$ cat config.mk
export PLATFORM = sky130hd
export DESIGN_NAME = ibrd_in_band_reset_detector
export DESIGN_NICKNAME = d
export VERILOG_FILES = /design/src/ibrd_in_band_reset_detector.v
export VERILOG_INCLUDE_DIRS = /design/src /design/src/src
export SDC_FILE = /design/constraint.sdc
export NUM_CORES = 1
export LEC_CHECK = 0
export ABC_AREA = 1
export CORE_MARGIN = 2
export CORE_UTILIZATION = 25
export DETAILED_ROUTE_END_ITERATION = 10
export DONT_BUFFER_PORTS = 1
export GPL_TIMING_DRIVEN = 0
export SLEW_MARGIN = 10
export SYNTH_ARGS = -nofsm -noshare
export SYNTH_HDL_FRONTEND = slang
export SYNTH_SLANG_ARGS = --single-unit
$ cat constraint.sdc
create_clock -name clk -period 1.7 [get_ports clk]
set_clock_uncertainty 0.15 [all_clocks]
set_input_delay 0.51 -clock clk [delete_from_list [all_inputs] [get_ports clk]]
set_output_delay 0.51 -clock clk [all_outputs]
set_load 0.02 [all_outputs]
$ cat src/ibrd_map.vh
`ifndef IBRD_MAP_VH
`define IBRD_MAP_VH
// Clock rate and derived periods
`define IBRD_CLK_HZ          10000000
`define IBRD_CLK_PERIOD_NS   100
// Signature pattern, first pulse in bit 3
`define IBRD_SIG_PATTERN     4'h5
`define IBRD_SIG_PULSES      3'h4
// Reset recovery time and its cycle count
`define IBRD_RECOVERY_NS     100000
`define IBRD_RECOVERY_CYC    ((`IBRD_RECOVERY_NS + `IBRD_CLK_PERIOD_NS - 1) / `IBRD_CLK_PERIOD_NS)
// Internal reset pulse length in cycles
`define IBRD_RESET_CYC       8
`endif

$ cat src/ibrd_in_band_reset_detector.v
// Behaviour
// RQ1: Master keeps serial clock still while select is low during signature.
// RQ2: Master sets data line zero after select falls, holds it past rise.
// RQ3: Master gives four pulses, data low first, alternating after.
// RQ4: Device samples data line zero on each select rising edge.
// RQ5: Internal reset starts after fourth pulse only if bits read low-high-low-high.
// RQ6: Device never drives data line zero before first clock edge of select; code drives it for one cycle when select falls after a clocked period.
// RQ7: Select falling during signature wakes a powered-down device.
// RQ8: Signature is recognised in every mode and state.
// RQ9: Select activity and commands are ignored while reset runs.
// RQ10: Normal command handling resumes after reset and recovery time.
// RQ11: Master holds select low at least 500 ns per pulse.
// RQ12: Master holds select high at least 500 ns between pulses.
// RQ13: Master uses signature only for recovery, not at power-on.
// RQ14: Clock edge with select low abandons partial signature; ordinary command.
`include "ibrd_map.vh"
module ibrd_in_band_reset_detector
#(
	parameter RECOVERY_CYC = `IBRD_RECOVERY_CYC
)
(
	// Clock and reset
	input  wire       clk,
	input  wire       rstn,
	// Pins from the bus master
	input  wire       select_n,
	input  wire       serial_clk,
	input  wire       data_line_zero_in,
	// Core side
	input  wire       core_powered_down,
	input  wire       core_out_en_req,
	input  wire       core_out_data,
	// Pin drive
	output reg        data_line_zero_out,
	output reg        data_line_zero_oe,
	// Status to the core
	output reg        core_reset,
	output reg        core_wake,
	output reg        bus_enable
);

	localparam ST_IDLE    = 2'h0;
	localparam ST_RESET   = 2'h1;
	localparam ST_RECOVER = 2'h2;

	// Two-stage synchronisers for the three pins
	reg [2:0] sync1;
	reg [2:0] sync2;
	reg [2:0] prev;
	always @(posedge clk)
	begin
		if (!rstn)
		begin
			sync1 <= 3'h7;
			sync2 <= 3'h7;
			prev  <= 3'h7;
		end
		else
		begin
			sync1 <= {select_n, serial_clk, data_line_zero_in};
			sync2 <= sync1;
			prev  <= sync2;
		end
	end

	wire sel_n   = sync2[2];
	wire sclk    = sync2[1];
	wire dq0     = sync2[0];
	wire sel_rise = sel_n & ~prev[2];
	wire sel_fall = ~sel_n & prev[2];
	wire clk_edge = sclk ^ prev[1];

	// Sequencer state and signature collection
	reg  [1:0]  state;
	reg  [2:0]  pulses;
	reg  [3:0]  bits;
	reg         clocked;
	reg  [31:0] count;

	// Next values, worked out combinationally each cycle
	reg  [1:0]  next_state;
	reg  [2:0]  next_pulses;
	reg  [3:0]  next_bits;
	reg         next_clocked;
	reg  [31:0] next_count;
	reg         next_core_reset;
	reg         next_core_wake;
	reg         next_bus_enable;

	// Last pulse index and counter end points
	localparam [2:0]  LAST_PULSE   = `IBRD_SIG_PULSES - 3'h1;
	localparam [31:0] RESET_LAST   = `IBRD_RESET_CYC - 1;
	localparam [31:0] RECOVER_LAST = RECOVERY_CYC - 1;

	// Qualified events; a clocked select is a command, never a pulse
	wire [3:0]  shifted    = {bits[2:0], dq0}; // First pulse ends in bit 3
	wire        pulse_done = sel_rise & ~clocked & ~clk_edge;
	wire        sig_match  = (shifted == `IBRD_SIG_PATTERN);

	// Next-state logic; not gated by core state so a stuck core still recovers
	always @* // RQ8
	begin
		next_state      = state;
		next_pulses     = pulses;
		next_bits       = bits;
		next_clocked    = clocked;
		next_count      = count;
		next_core_reset = core_reset;
		next_core_wake  = 1'b0;
		next_bus_enable = bus_enable;

		case (state)
		ST_IDLE:
		begin
			if (sel_fall)
			begin
				next_clocked = 1'b0;
				if (core_powered_down)
					next_core_wake = 1'b1; // RQ7
			end

			if (!sel_n && clk_edge)
			begin
				next_clocked = 1'b1;
				next_pulses  = 3'h0; // RQ14
				next_bits    = 4'h0;
			end

			if (pulse_done)
			begin
				next_bits   = shifted; // RQ4
				next_pulses = pulses + 3'h1;
				if (pulses == LAST_PULSE)
				begin
					next_pulses = 3'h0;
					next_bits   = 4'h0;
					if (sig_match)
					begin
						next_state      = ST_RESET; // RQ5
						next_core_reset = 1'b1;
						next_bus_enable = 1'b0; // RQ9
						next_count      = 32'h0;
					end
				end
			end
		end

		ST_RESET:
		begin
			next_count = count + 32'h1; // RQ9
			if (count == RESET_LAST)
			begin
				next_core_reset = 1'b0;
				next_count      = 32'h0;
				next_state      = ST_RECOVER;
			end
		end

		ST_RECOVER:
		begin
			next_count = count + 32'h1;
			if (count == RECOVER_LAST)
			begin
				next_bus_enable = 1'b1; // RQ10
				next_state      = ST_IDLE;
				next_clocked    = 1'b0;
			end
		end

		default:
			next_state = ST_IDLE;
		endcase
	end

	// State registers; synchronous reset to the idle, bus-enabled state
	always @(posedge clk)
	begin
		if (!rstn)
		begin
			state      <= ST_IDLE;
			pulses     <= 3'h0;
			bits       <= 4'h0;
			clocked    <= 1'b0;
			count      <= 32'h0;
			core_reset <= 1'b0;
			core_wake  <= 1'b0;
			bus_enable <= 1'b1;
		end
		else
		begin
			state      <= next_state;
			pulses     <= next_pulses;
			bits       <= next_bits;
			clocked    <= next_clocked;
			count      <= next_count;
			core_reset <= next_core_reset;
			core_wake  <= next_core_wake;
			bus_enable <= next_bus_enable;
		end
	end

	// Output drive after a clock edge in this select period, and for one cycle as select falls while clocked still marks the last period
	always @(posedge clk)
	begin
		if (!rstn)
		begin
			data_line_zero_oe  <= 1'b0;
			data_line_zero_out <= 1'b0;
		end
		else
		begin
			data_line_zero_oe  <= bus_enable & ~sel_n & clocked & core_out_en_req; // RQ6
			data_line_zero_out <= core_out_data;
		end
	end

endmodule

* Word-level counts from Yosys, hierarchy flattened
Cells that the tools add are included.
** Word-level totals
- Bits in registers :: 55
- Word-level logic and storage cells :: 85
- Output and inout port bits :: 5
- Bits of input ports :: 8
** Operators by class
- Multiplexer cells :: 32
- Reductions and logical operators :: 14
- Equality and inequality tests :: 12
- Add/sub/neg operators :: 2
- Bitwise gates (word level) :: 12
** Operators with widths (number)
- 32-bit two-way mux :: 4
- 32-bit case mux with 3 select lines :: 1
- 32-bit by 1-bit adder with 32-bit output, second input constant :: 1
- 32-bit by 10-bit == test with 1-bit output, second input constant :: 1
- 32-bit by 3-bit == test with 1-bit output, second input constant :: 1
- 3-bit two-way mux :: 6
- 5-bit AND reduction :: 3
- 1-bit two-way mux :: 12
- 2-bit two-way mux :: 5
- 2-bit != test, second input constant :: 5
- 1-bit bitwise AND :: 7
- 1-bit case mux with 2 select lines :: 3
- 2-bit case mux with 3 select lines :: 1
- 3-bit AND reduction :: 2
- 2-bit nonzero test :: 3
- 4-bit by 3-bit == test with 1-bit output, second input constant :: 1
- 1-bit inverter :: 4
- 4-bit AND reduction :: 1
- 3-bit by 1-bit adder with 3-bit output, second input constant :: 1
- 3-bit by 2-bit == test with 1-bit output, second input constant :: 1
- 3-bit != test, second input constant :: 1
- 3-bit nonzero test :: 1
- 2-bit by 1-bit == test with 1-bit output, second input constant :: 1
- 2-bit == test, second input constant :: 1
- other kinds (5) :: 5

* Longest topological paths before layout
Gate-level depths: netlist of run 1.
- Word-level depth :: 6
- Mapped depth :: 12

* Least setup slack after synthesis of run 1
No wires, ideal clock.
- Path kind :: reg2reg
- From :: register state[0]
- To :: register count[13]
- Data required time :: 1.433 ns
- Stages on the path, launching flop included :: 12
- Path slack :: -0.147 ns
- Period minus slack after synthesis :: 1.847 ns
- Library setup time :: 0.117 ns
- Arrival time :: 1.580 ns
- Cells stage by stage :: dfxtp_1 -> inv_1 -> ha_1 -> inv_2 -> nand2_1 -> o21ai_2 -> nand2_1 -> a21oi_4 -> nand2_1 -> nand2_2 -> buf_6 -> nor2_1
** Between the ends
- Longest elaborated chain between the ends :: 3
** Ends and longest elaborated chain
- start, declared :: RTL line ibrd_in_band_reset_detector.v:74 : reg [1:0] state;
- start signal, assigned :: RTL line ibrd_in_band_reset_detector.v:191 : state <= next_state;
- 2-bit == test (tied with other cells) :: RTL line ibrd_in_band_reset_detector.v:112 : case (state)
- 3-bit nonzero test (no source line) / 2-bit != test (equally long branches)
- 4-bit AND reduction (no source line)
- end signal, assigned :: RTL line ibrd_in_band_reset_detector.v:195 : count <= next_count;
- end, declared :: RTL line ibrd_in_band_reset_detector.v:78 : reg [31:0] count;
Several ways; a longest one is shown, not always the timed one.
A chain may end at the register's enable or synchronous reset.

* Final worst setup path of run 1
- From :: register state[0]
- To :: register count[12]
Same word-level chain as after synthesis.

==> results of run 1 <==
-- power groups by stage --
| stage | Clock, mW | Sequential [mW] | Combinational, mW |
|---|---|---|---|
| finish | 1.20 | 1.30 | 0.233 |
| global route | 1.27 | 1.31 | 0.251 |
| CTS | 1.23 | 1.31 | 0.191 |
| detailed placement | 0 | 1.34 | 0.144 |
| global placement | 0 | 1.34 | 0.142 |
| floorplan | 0 | 1.34 | 0.114 |
-- state kept, by name, summed over array words and instances, names as in the netlist --
name	flops
count	32
bits	3
pulses	3
sync1	3
sync2	3
prev	2
state	2
bus_enable	1
clocked	1
core_reset	1
core_wake	1
data_line_zero_oe	1
data_line_zero_out	1
-- area by class of cell --
| type | instances | share of cell area [%] |
|---|---|---|
| multi-input combinational | 366 | 49.1 |
| sequential | 54 | 27.8 |
| timing repair buffer | 31 | 7.72 |
| tap | 147 | 4.58 |
| inverter | 47 | 4.51 |
| clock buffer | 5 | 3.11 |
| buffer | 10 | 2.02 |
| clock inverter | 3 | 1.21 |
-- kinds of logic (layout without fill, tap and decap cells) --
group	Yosys count	count (layout)	synth area share (%)
AO/OA/AOI/OAI	37	37	7.00
XOR/XNOR	10	10	3.17
adder cells (fa/ha/maj)	5	5	2.08
buffers and inverters	57	96	7.92
flip-flops	54	54	36.0
AND/OR/NAND/NOR	314	314	43.8
-- what timing repair did --
action	in CTS	in global routing
setup buffers	15	12
gates cloned	2	2
setup endpoints to repair	35	44
gates resized for setup	39	75
pin swaps	13	25
hold buffers	0	0
-- layer usage --
metal / share of wire, % / up-vias / wire, µm
met5: 0 / - / 0
met4: 1.5 / 0 / 127
met3: 5.3 / 16 / 439
met2: 49 / 75 / 4040
met1: 44 / 1419 / 3690
li1: - / 1583 / -
-- Yosys cell counts --
library cell    n  area, µm²
a21oi_1        18       90.1
a21oi_4         1       16.3
buf_2           1       5.00
buf_4           2       15.0
buf_6           2       22.5
clkbuf_1        5       18.8
dfxtp_1        54       1080
ha_1            5       62.6
inv_1          43        161
inv_2           4       15.0
nand2_1       149        559
nand2_2         1       6.26
nand3_1        41        205
nand3_2         1       10.0
nand3b_1        3       22.5
nand4_1        14       87.6
nor2_1         92        345
nor2_2          2       12.5
nor3_1          2       10.0
nor3b_1         1       7.51
nor4_1          1       6.26
o211ai_1        1       7.51
o21ai_0         7       35.0
o21ai_1         6       30.0
o21ai_2         1       8.76
o21bai_1        3       22.5
or2_2           7       43.8
xnor2_2         1       16.3
xor2_1          9       78.8
-- worst max-delay path, stage by stage (launching register included) --
cell and delay (ps):
dfxtp_2 340, inv_2 60, ha_4 280, nand2_4 60
o21ai_4 60, nand2_2 80, a21oi_4 130, buf_12 160
buf_8 130, nand2_1 60, xor2_1 140, nor2_1 50
-- path summary, 6_finish.rpt --
| kind | start | cells after the start | to | slack (ps) |
|---|---|---|---|---|
| max | state[0]$_SDFFE_PN0P_ | 11 | count[12]$_SDFFE_PN0P_ | -110 |
| min | core_out_data | 2 | data_line_zero_out$_SDFF_PN0_ | 160 |
| max reg2reg | state[0]$_SDFFE_PN0P_ | 11 | count[12]$_SDFFE_PN0P_ | -110 |
| min reg2reg | sync1[1]$_SDFF_PN1_ | 1 | sync2[1]$_SDFF_PN1_ | 270 |
==> summary.txt, run 1 <==
Outcome
  – Status: finished, violations left
  – Violated checks: negative setup slack

Floorplanning
  – Die Wd: 114 µm
  – Starting Density: 25.3%
  – Die span in y: 114 µm
  – Core Region: 0.0119 mm²
  – Die area: 0.0129 mm²
  – FP Rows: 40
  – IO Pins: 13

Power
  – Switching Fraction: 23.9%
  – Logic pwr share: 8.5%
  – NetSw: 0.653 mW
  – Flop pwr share: 47.7%
  – Power Total: 2.74 mW
  – Pleak: 1.49 nW
  – Clock power frac: 43.8%
  – Peak supply drop: 331 µV
  – Internal power: 2.08 mW
  – PD cells: 680 mW/mm²

Timing
  – # setup viols final: 33
  – RSZ-0062 raised after global routing: true
  – TNS Setup: -2440 ps
  – Final Max Slew Viols: 0
  – Part of the cycle the worst path needs: 107%
  – Slew @ Worst Pin: 627 ps
  – Hold slack final: 159 ps
  – Min Tclk post-route: 1810 ps
  – Fmax: 551 MHz
  – Max-slew headroom: 58.2%
  – Hold Vio Cnt, Final: 0
  – Final worst slack: -115 ps

Drt
  – DR pass1 iterations: 5
  – Final WL: 8300 µm
  – Routed via count: 3093
  – Routed wire per std cell: 12.5 µm
  – DRT antenna net count: 0
  – Vias/cell: 4.67
  – Drt initial violations: 271
  – DRC errors left: 0

Place
  – DP Area: 0.00322 mm²
  – Final Wtd Congestion: 0.889
  – Dpl cells: 624
  – Dpl ws: -333 ps
  – Port bufs: 0
  – HPWL Detailed: 5540 µm

Clock network
  – Root buf cell: clkbuf_16
  – CTS buffer count: 5
  – Longest Clk Path Bufs: 2
  – CTS tree: yes
  – # H-tree levels: 2
  – Number of clock sinks: 54
  – Clock latency on the worst-skew pair: 300 ps
  – Reg clk slew, reported paths: 70 ps

Global routing
  – Gr ovfl total: 0
  – GR met1 Demand/Resource: 15.9%
  – GRT busiest layer: met2
  – Met2 usage: 21.9%
  – Initial antenna violation count: 0
  – Vias in the first global route: 2927
  – First-pass GRT wire length: 13400 µm
  – GRT met3 Usage: 2.34%
  – Total GRT Usage: 12.6%
  – Largest net degree at the start of global routing: 19

Finish
  – Most frequent cells in the layout: nand2_1, nor2_1, inv_1
  – Fraction of final layout cells sized beyond drive strength 1: 29.5%
  – Layout Utilization: 33.9%
  – Fillers: 1204
  – Multi-input logic area: 0.00197 mm²
  – Most common cell after layout, fill and taps aside: nand2_1
  – Fin cells: 663
  – Syn-to-layout area delta: 33.9%
  – Register area: 0.00112 mm²
  – Final Cell Area: 0.00402 mm²
  – Antenna diodes: 0
  – Nets@finish: 528

Setup path
  – Crit path DAT: 1850 ps
  – CP startpoint kind: flop
  – Crit Path Category: reg -> reg
  – WP data required: 1740 ps
  – Crit end category: flop
  – Crit Path Max Fanout: 7

Logic synthesis
  – Sequential-to-total area share from yosys stat: 36.0%
  – Syn nets: 490
  – Distinct cells, synth: 29
  – Cell Area, Synth: 0.00300 mm²
  – Syn_area_per_cell: 6.30 µm²
  – Synth Instances: 477
  – Yosys warning count: 0
  – Seq cells post-synth: 54

Min path
  – Worst hold path class: in -> reg

Flow run
  – Max Cap Viol: 0
Power figures use the tool's default switching activity.
==> inputs of run 2 (changes only) <==
clock period = 2.2 ns   (was 1.7 ns; I/O delays follow)
==> run 2 against run 1 <==
Net effect: highest routed layer unchanged; via count shrank 6.8%; sequential power shrank 22%; die area is the same; clock power shrank 31%; global-route usage shrank 1.0 points; worst hold slack gained 110 ps; critical endpoint is now count[5]$_SDFFE_PN0P_; largest cell class unchanged; the flow now finishes without violations; design area shrank 15%; power shrank 29%; final cell count shrank 4.1%; routed wire length shrank 12%; critical path depth is the same; sequential share of layout area grew 4.1 points.
==> summary.txt, run 2 (synthesis results as in run 1) <==
Place
  – DP Area: 0.00319 mm²
  – Final Wtd Congestion: 0.831
  – Port bufs: 0
  – HPWL Detailed: 5610 µm
  – Dpl ws: -64.7 ps
  – Dpl cells: 624

Global routing
  – Vias in the first global route: 2669
  – First-pass GRT wire length: 12400 µm
  – Gr ovfl total: 0
  – Largest net degree at the start of global routing: 20
  – Initial antenna violation count: 0
  – Total GRT Usage: 11.6%

Clock network
  – # H-tree levels: 2
  – CTS tree: yes
  – CTS buffer count: 5
  – Clock latency on the worst-skew pair: 300 ps
  – Reg clk slew, reported paths: 80 ps
  – Post-CTS Hold Buffers: 0
  – Longest Clk Path Bufs: 2
  – Root buf cell: clkbuf_16
  – Number of clock sinks: 54

Finish
  – Fillers: 1284
  – Register area: 0.00108 mm²
  – Multi-input logic area: 0.00170 mm²
  – Final Cell Area: 0.00340 mm²
  – Largest Register: count
  – Nets@finish: 501
  – Fin cells: 636
  – Antenna diodes: 0
  – Fraction of final layout cells sized beyond drive strength 1: 8.18%
  – Most common cell after layout, fill and taps aside: nand2_1
  – Syn-to-layout area delta: 13.2%
  – Number of flip-flops in the largest register: 32
  – Most frequent cells in the layout: nand2_1, nor2_1, dfxtp_1

Outcome
  – Status: complete, no violations

Setup path
  – Worst r2r src: state[0]$_SDFFE_PN0P_
  – WP data required: 2240 ps
  – Crit path DAT: 2110 ps
  – Crit Path Max Fanout: 10
  – Crit Path Category: reg -> reg
  – Crit end category: flop
  – Worst setup startpoint: state[0]$_SDFFE_PN0P_
  – CP startpoint kind: flop

Drt
  – Drt initial violations: 212
  – Routed via count: 2882
  – Final WL: 7320 µm
  – DR pass1 iterations: 5
  – DRC errors left: 0
  – Routed wire per std cell: 11.5 µm
  – DRT antenna net count: 0
  – Vias/cell: 4.53

Flow run
  – Max Cap Viol: 0

Floorplanning
  – IO Pins: 13
  – FP Rows: 40
  – Starting Density: 25.3%
  – Die span in y: 114 µm
  – Die area: 0.0129 mm²
  – Core Region: 0.0119 mm²
  – Die Wd: 114 µm

Power
  – Switching Fraction: 25.0%
  – Logic pwr share: 5.6%
  – Flop pwr share: 51.8%
  – Clock power frac: 42.6%
  – NetSw: 0.487 mW
  – Peak supply drop: 315 µV
  – Pleak: 1.25 nW
  – PD cells: 574 mW/mm²
  – Internal power: 1.46 mW
  – Power Total: 1.95 mW

Timing
  – # setup viols final: 0
  – Final worst slack: 134 ps
  – Part of the cycle the worst path needs: 93.9%
  – Hold Vio Cnt, Final: 0
  – Final Max Slew Viols: 0
  – Slew @ Worst Pin: 548 ps
  – Min Tclk post-route: 2070 ps
  – Fmax: 484 MHz
  – Max-slew headroom: 63.5%

Min path
  – Worst hold start: sync1[0]$_SDFF_PN1_
  – Worst hold path class: reg -> reg
run 2: routing by layer:
layer / part of all wire (%) / up-vias / GRT usage, %
met4: 1.1 / 0 / 3.41
met1: 48 / 1291 / 15.6
li1: - / 1539 / -
met3: 3.3 / 7 / 1.54
met2: 47 / 45 / 19.3
met5: 0 / - / 0
run 2: what timing repair did:
action,4_1_cts,5_1_grt
gates resized for setup,0,6
pin swaps,0,1
buffers inserted,3,1
setup endpoints to repair,10,28
run 2: power by group through the flow:
| stage | clock network (mW) | registers, mW | logic (mW) |
|---|---|---|---|
| floorplan | 0 | 1.03 | 0.0815 |
| global placement | 0 | 1.03 | 0.103 |
| detailed placement | 0 | 1.03 | 0.105 |
| CTS | 0.858 | 1.01 | 0.105 |
| global route | 0.892 | 1.01 | 0.123 |
| finish | 0.831 | 1.01 | 0.109 |
run 2: layout make-up:
type / instances / share of cell area (%)
Multi-Input combinational cell: 366 / 49.9
Clock inverter: 3 / 0.847
Clock buffer: 5 / 3.68
Tap cell: 147 / 5.41
Timing Repair Buffer: 4 / 1.25
Sequential cell: 54 / 31.9
Buffer: 10 / 1.80
Inverter: 47 / 5.19
run 2: stage by stage:
stage | setup TNS (ps) | util (%) | hold WS [ps]
6_report | 0 | 28.7 | 267
5_1_grt | -26.2 | 28.7 | 279
4_1_cts | 0 | 28.5 | 272
3_5_place_dp | -596 | 26.9 | 251
3_3_place_gp | 0 | 26.9 | 246
2_1_floorplan | 0 | - | 243
run 2: final timing paths:
| kind | end | slack, ps | cells after the start |
|---|---|---|---|
| worst max-delay path | count[5]$_SDFFE_PN0P_ | 130 | 11 |
| worst min-delay path | sync2[0]$_SDFF_PN1_ | 270 | 1 |
| worst max register to register | count[5]$_SDFFE_PN0P_ | 130 | 11 |
| worst min register to register | sync2[0]$_SDFF_PN1_ | 270 | 1 |
run 2: worst max-delay path, stage by stage (launching register included):
cell and delay, ps:
dfxtp_1 370, inv_1 90, ha_2 350, nand2_1 70, o21ai_2 70, nand2_1 120, a21oi_4 180, buf_12 140
buf_6 140, nand3_1 100, o21ai_1 140, nor2_1 60
==> inputs of run 3 (changes only) <==
CELL_PAD_IN_SITES_DETAIL_PLACEMENT = 0   (was unset)
CELL_PAD_IN_SITES_GLOBAL_PLACEMENT = 1   (was unset)
PLACE_DENSITY_LB_ADDON = 0.1   (was unset)
==> run 3 against run 2 <==
Net effect: via count down 0.62%; global-route usage up 3.1 points; register-to-register slack better by 60 ps; critical path type unchanged; critical endpoint is now count[13]$_SDFFE_PN0P_; largest power group unchanged.
==> summary.txt, run 3 (synthesis results as in run 1) <==
Clock network
  – CTS tree: yes
  – Number of clock sinks: 54
  – CTS buffer count: 5
  – Longest Clk Path Bufs: 2
  – # H-tree levels: 2
  – Clock latency on the worst-skew pair: 310 ps
  – Root buf cell: clkbuf_16
  – Reg clk slew, reported paths: 80 ps
  – Post-CTS Hold Buffers: 0

Finish
  – Syn-to-layout area delta: 13.0%
  – Fraction of final layout cells sized beyond drive strength 1: 8.61%
  – Most common cell after layout, fill and taps aside: nand2_1
  – Antenna diodes: 0
  – Nets@finish: 500
  – Largest Register: count
  – Final Cell Area: 0.00339 mm²
  – Number of flip-flops in the largest register: 32
  – Most frequent cells in the layout: nand2_1, nor2_1, dfxtp_1
  – Layout Utilization: 28.6%
  – Fillers: 1344

Power
  – Power Total: 1.99 mW
  – Pleak: 1.25 nW
  – PD cells: 585 mW/mm²
  – Peak supply drop: 315 µV

Setup path
  – WP data required: 2250 ps
  – Worst r2r src: state[0]$_SDFFE_PN0P_
  – RR Endpoint: count[13]$_SDFFE_PN0P_
  – Crit Path Category: reg -> reg
  – Crit end category: flop
  – CP top delay family: simple AND/OR/NAND/NOR gates
  – Crit Path Max Fanout: 10
  – CP startpoint kind: flop
  – Worst path bufs/invs: 3
  – Worst-case reg-to-reg path depth: 10
  – Reg-to-reg slack, setup: 190 ps
  – CP dominant cell by count: nand2_1
  – Crit path largest cell delay: 330 ps
  – CP max-delay cell: dfxtp_1
  – Crit path DAT: 2060 ps
  – CP cell instances: inv_1 > ha_2 > inv_2 > o21ai_2 > nand2_1 > a21oi_4 > nand2_1 > nand2_4 > buf_6 > nor2_1

Timing
  – Slew @ Worst Pin: 597 ps
  – Hold Vio Cnt, Final: 0
  – Max-slew headroom: 60.2%
  – Hold slack final: 268 ps
  – Final Max Slew Viols: 0
  – Min Tclk post-route: 2010 ps
  – # setup viols final: 0
  – Part of the cycle the worst path needs: 91.2%
  – Fmax: 499 MHz
  – TNS Setup: 0 ps

Floorplanning
  – Die area: 0.0129 mm²
  – IO Pins: 13
  – Die Wd: 114 µm
  – Die span in y: 114 µm
  – Core Region: 0.0119 mm²
  – Starting Density: 25.3%
  – FP Rows: 40

Drt
  – Routed via count: 2864
  – DRC errors left: 0
  – DR pass1 iterations: 4
  – Vias/cell: 4.51
  – Final WL: 8960 µm
  – Routed wire per std cell: 14.1 µm
  – Drt initial violations: 115
  – DRT antenna net count: 0

Global routing
  – Initial antenna violation count: 0
  – First-pass GRT wire length: 14500 µm
  – Vias in the first global route: 2712
  – Total GRT Usage: 14.6%
  – Gr ovfl total: 0
  – Largest net degree at the start of global routing: 20

Outcome
  – Status: complete, no violations

Min path
  – Worst hold start: sync1[0]$_SDFF_PN1_
  – Hold path cells: 1
  – Worst Hold End: sync2[0]$_SDFF_PN1_
  – Worst hold path class: reg -> reg

Flow run
  – Max Cap Viol: 0

Place
  – Final Wtd Congestion: 0.792
  – DP Area: 0.00319 mm²
  – HPWL Detailed: 6750 µm
  – Port bufs: 0
[run 3: cell types whose count changed in the layout (fill, tap and decap cells not counted)]
| cell | change |
|---|---|
| clkbuf_2 | +1 |
| nand3_4 | +1 |
| nand2_2 | +2 |
| clkbuf_1 | -1 |
| nand3_2 | -1 |
| clkinv_4 | -1 |
| buf_12 | -1 |
| nand2_1 | -2 |
| inv_6 | +1 |
[run 3: what timing repair did]
action,4_1_cts,5_1_grt
setup endpoints to repair,10,31
hold endpoints to repair,0,0
setup buffers,2,1
resized for setup,1,10
pin swaps,0,3
[run 3: worst max-delay path by stage]
stage | start | to | cells after the start | slack (ps)
floorplan | state[0]$_SDFFE_PN0P_ | count[13]$_SDFFE_PN0P_ | 11 | 350
global placement | state[0]$_SDFFE_PN0P_ | count[13]$_SDFFE_PN0P_ | 10 | -160
detailed placement | state[0]$_SDFFE_PN0P_ | count[13]$_SDFFE_PN0P_ | 10 | -140
CTS | count[1]$_SDFFE_PN0P_ | count[12]$_SDFFE_PN0P_ | 11 | 10
global route | state[0]$_SDFFE_PN0P_ | count[12]$_SDFFE_PN0P_ | 10 | -4
finish | state[0]$_SDFFE_PN0P_ | count[13]$_SDFFE_PN0P_ | 10 | 190
[run 3: per-layer routing]
metal	global-route usage (%)	part of all wire [%]	up-vias	routed length, µm
met5	0	0	-	0
met4	4.47	1.4	0	127
met3	2.98	3.5	8	315
met2	21.2	41	31	3650
met1	21.7	54	1291	4870
li1	-	-	1534	-
[run 3: stage by stage]
step / cells / worst slack, ps
3_5_place_dp: 624 / -137
2_1_floorplan: 477 / 353
6_report: 635 / 194
5_1_grt: 635 / -3.93
4_1_cts: 634 / 13.2
3_3_place_gp: 624 / -158
[run 3: final cells by class]
type	instances	area (µm²)	share of cell area [%]
inverters	47	176	5.20
well taps	147	184	5.42
multi-input cells	366	1710	50.4
flip-flops and latches	54	1080	31.9
plain buffers	10	62.6	1.84
clock buffers	5	125	3.69
repair buffers	3	22.5	0.664
clock inverters	3	28.8	0.848
[run 3: power by group]
part / switching (mW) / internal [mW]
sequential: 0.0178 / 0.992
combinational: 0.0797 / 0.0364
clock: 0.421 / 0.438
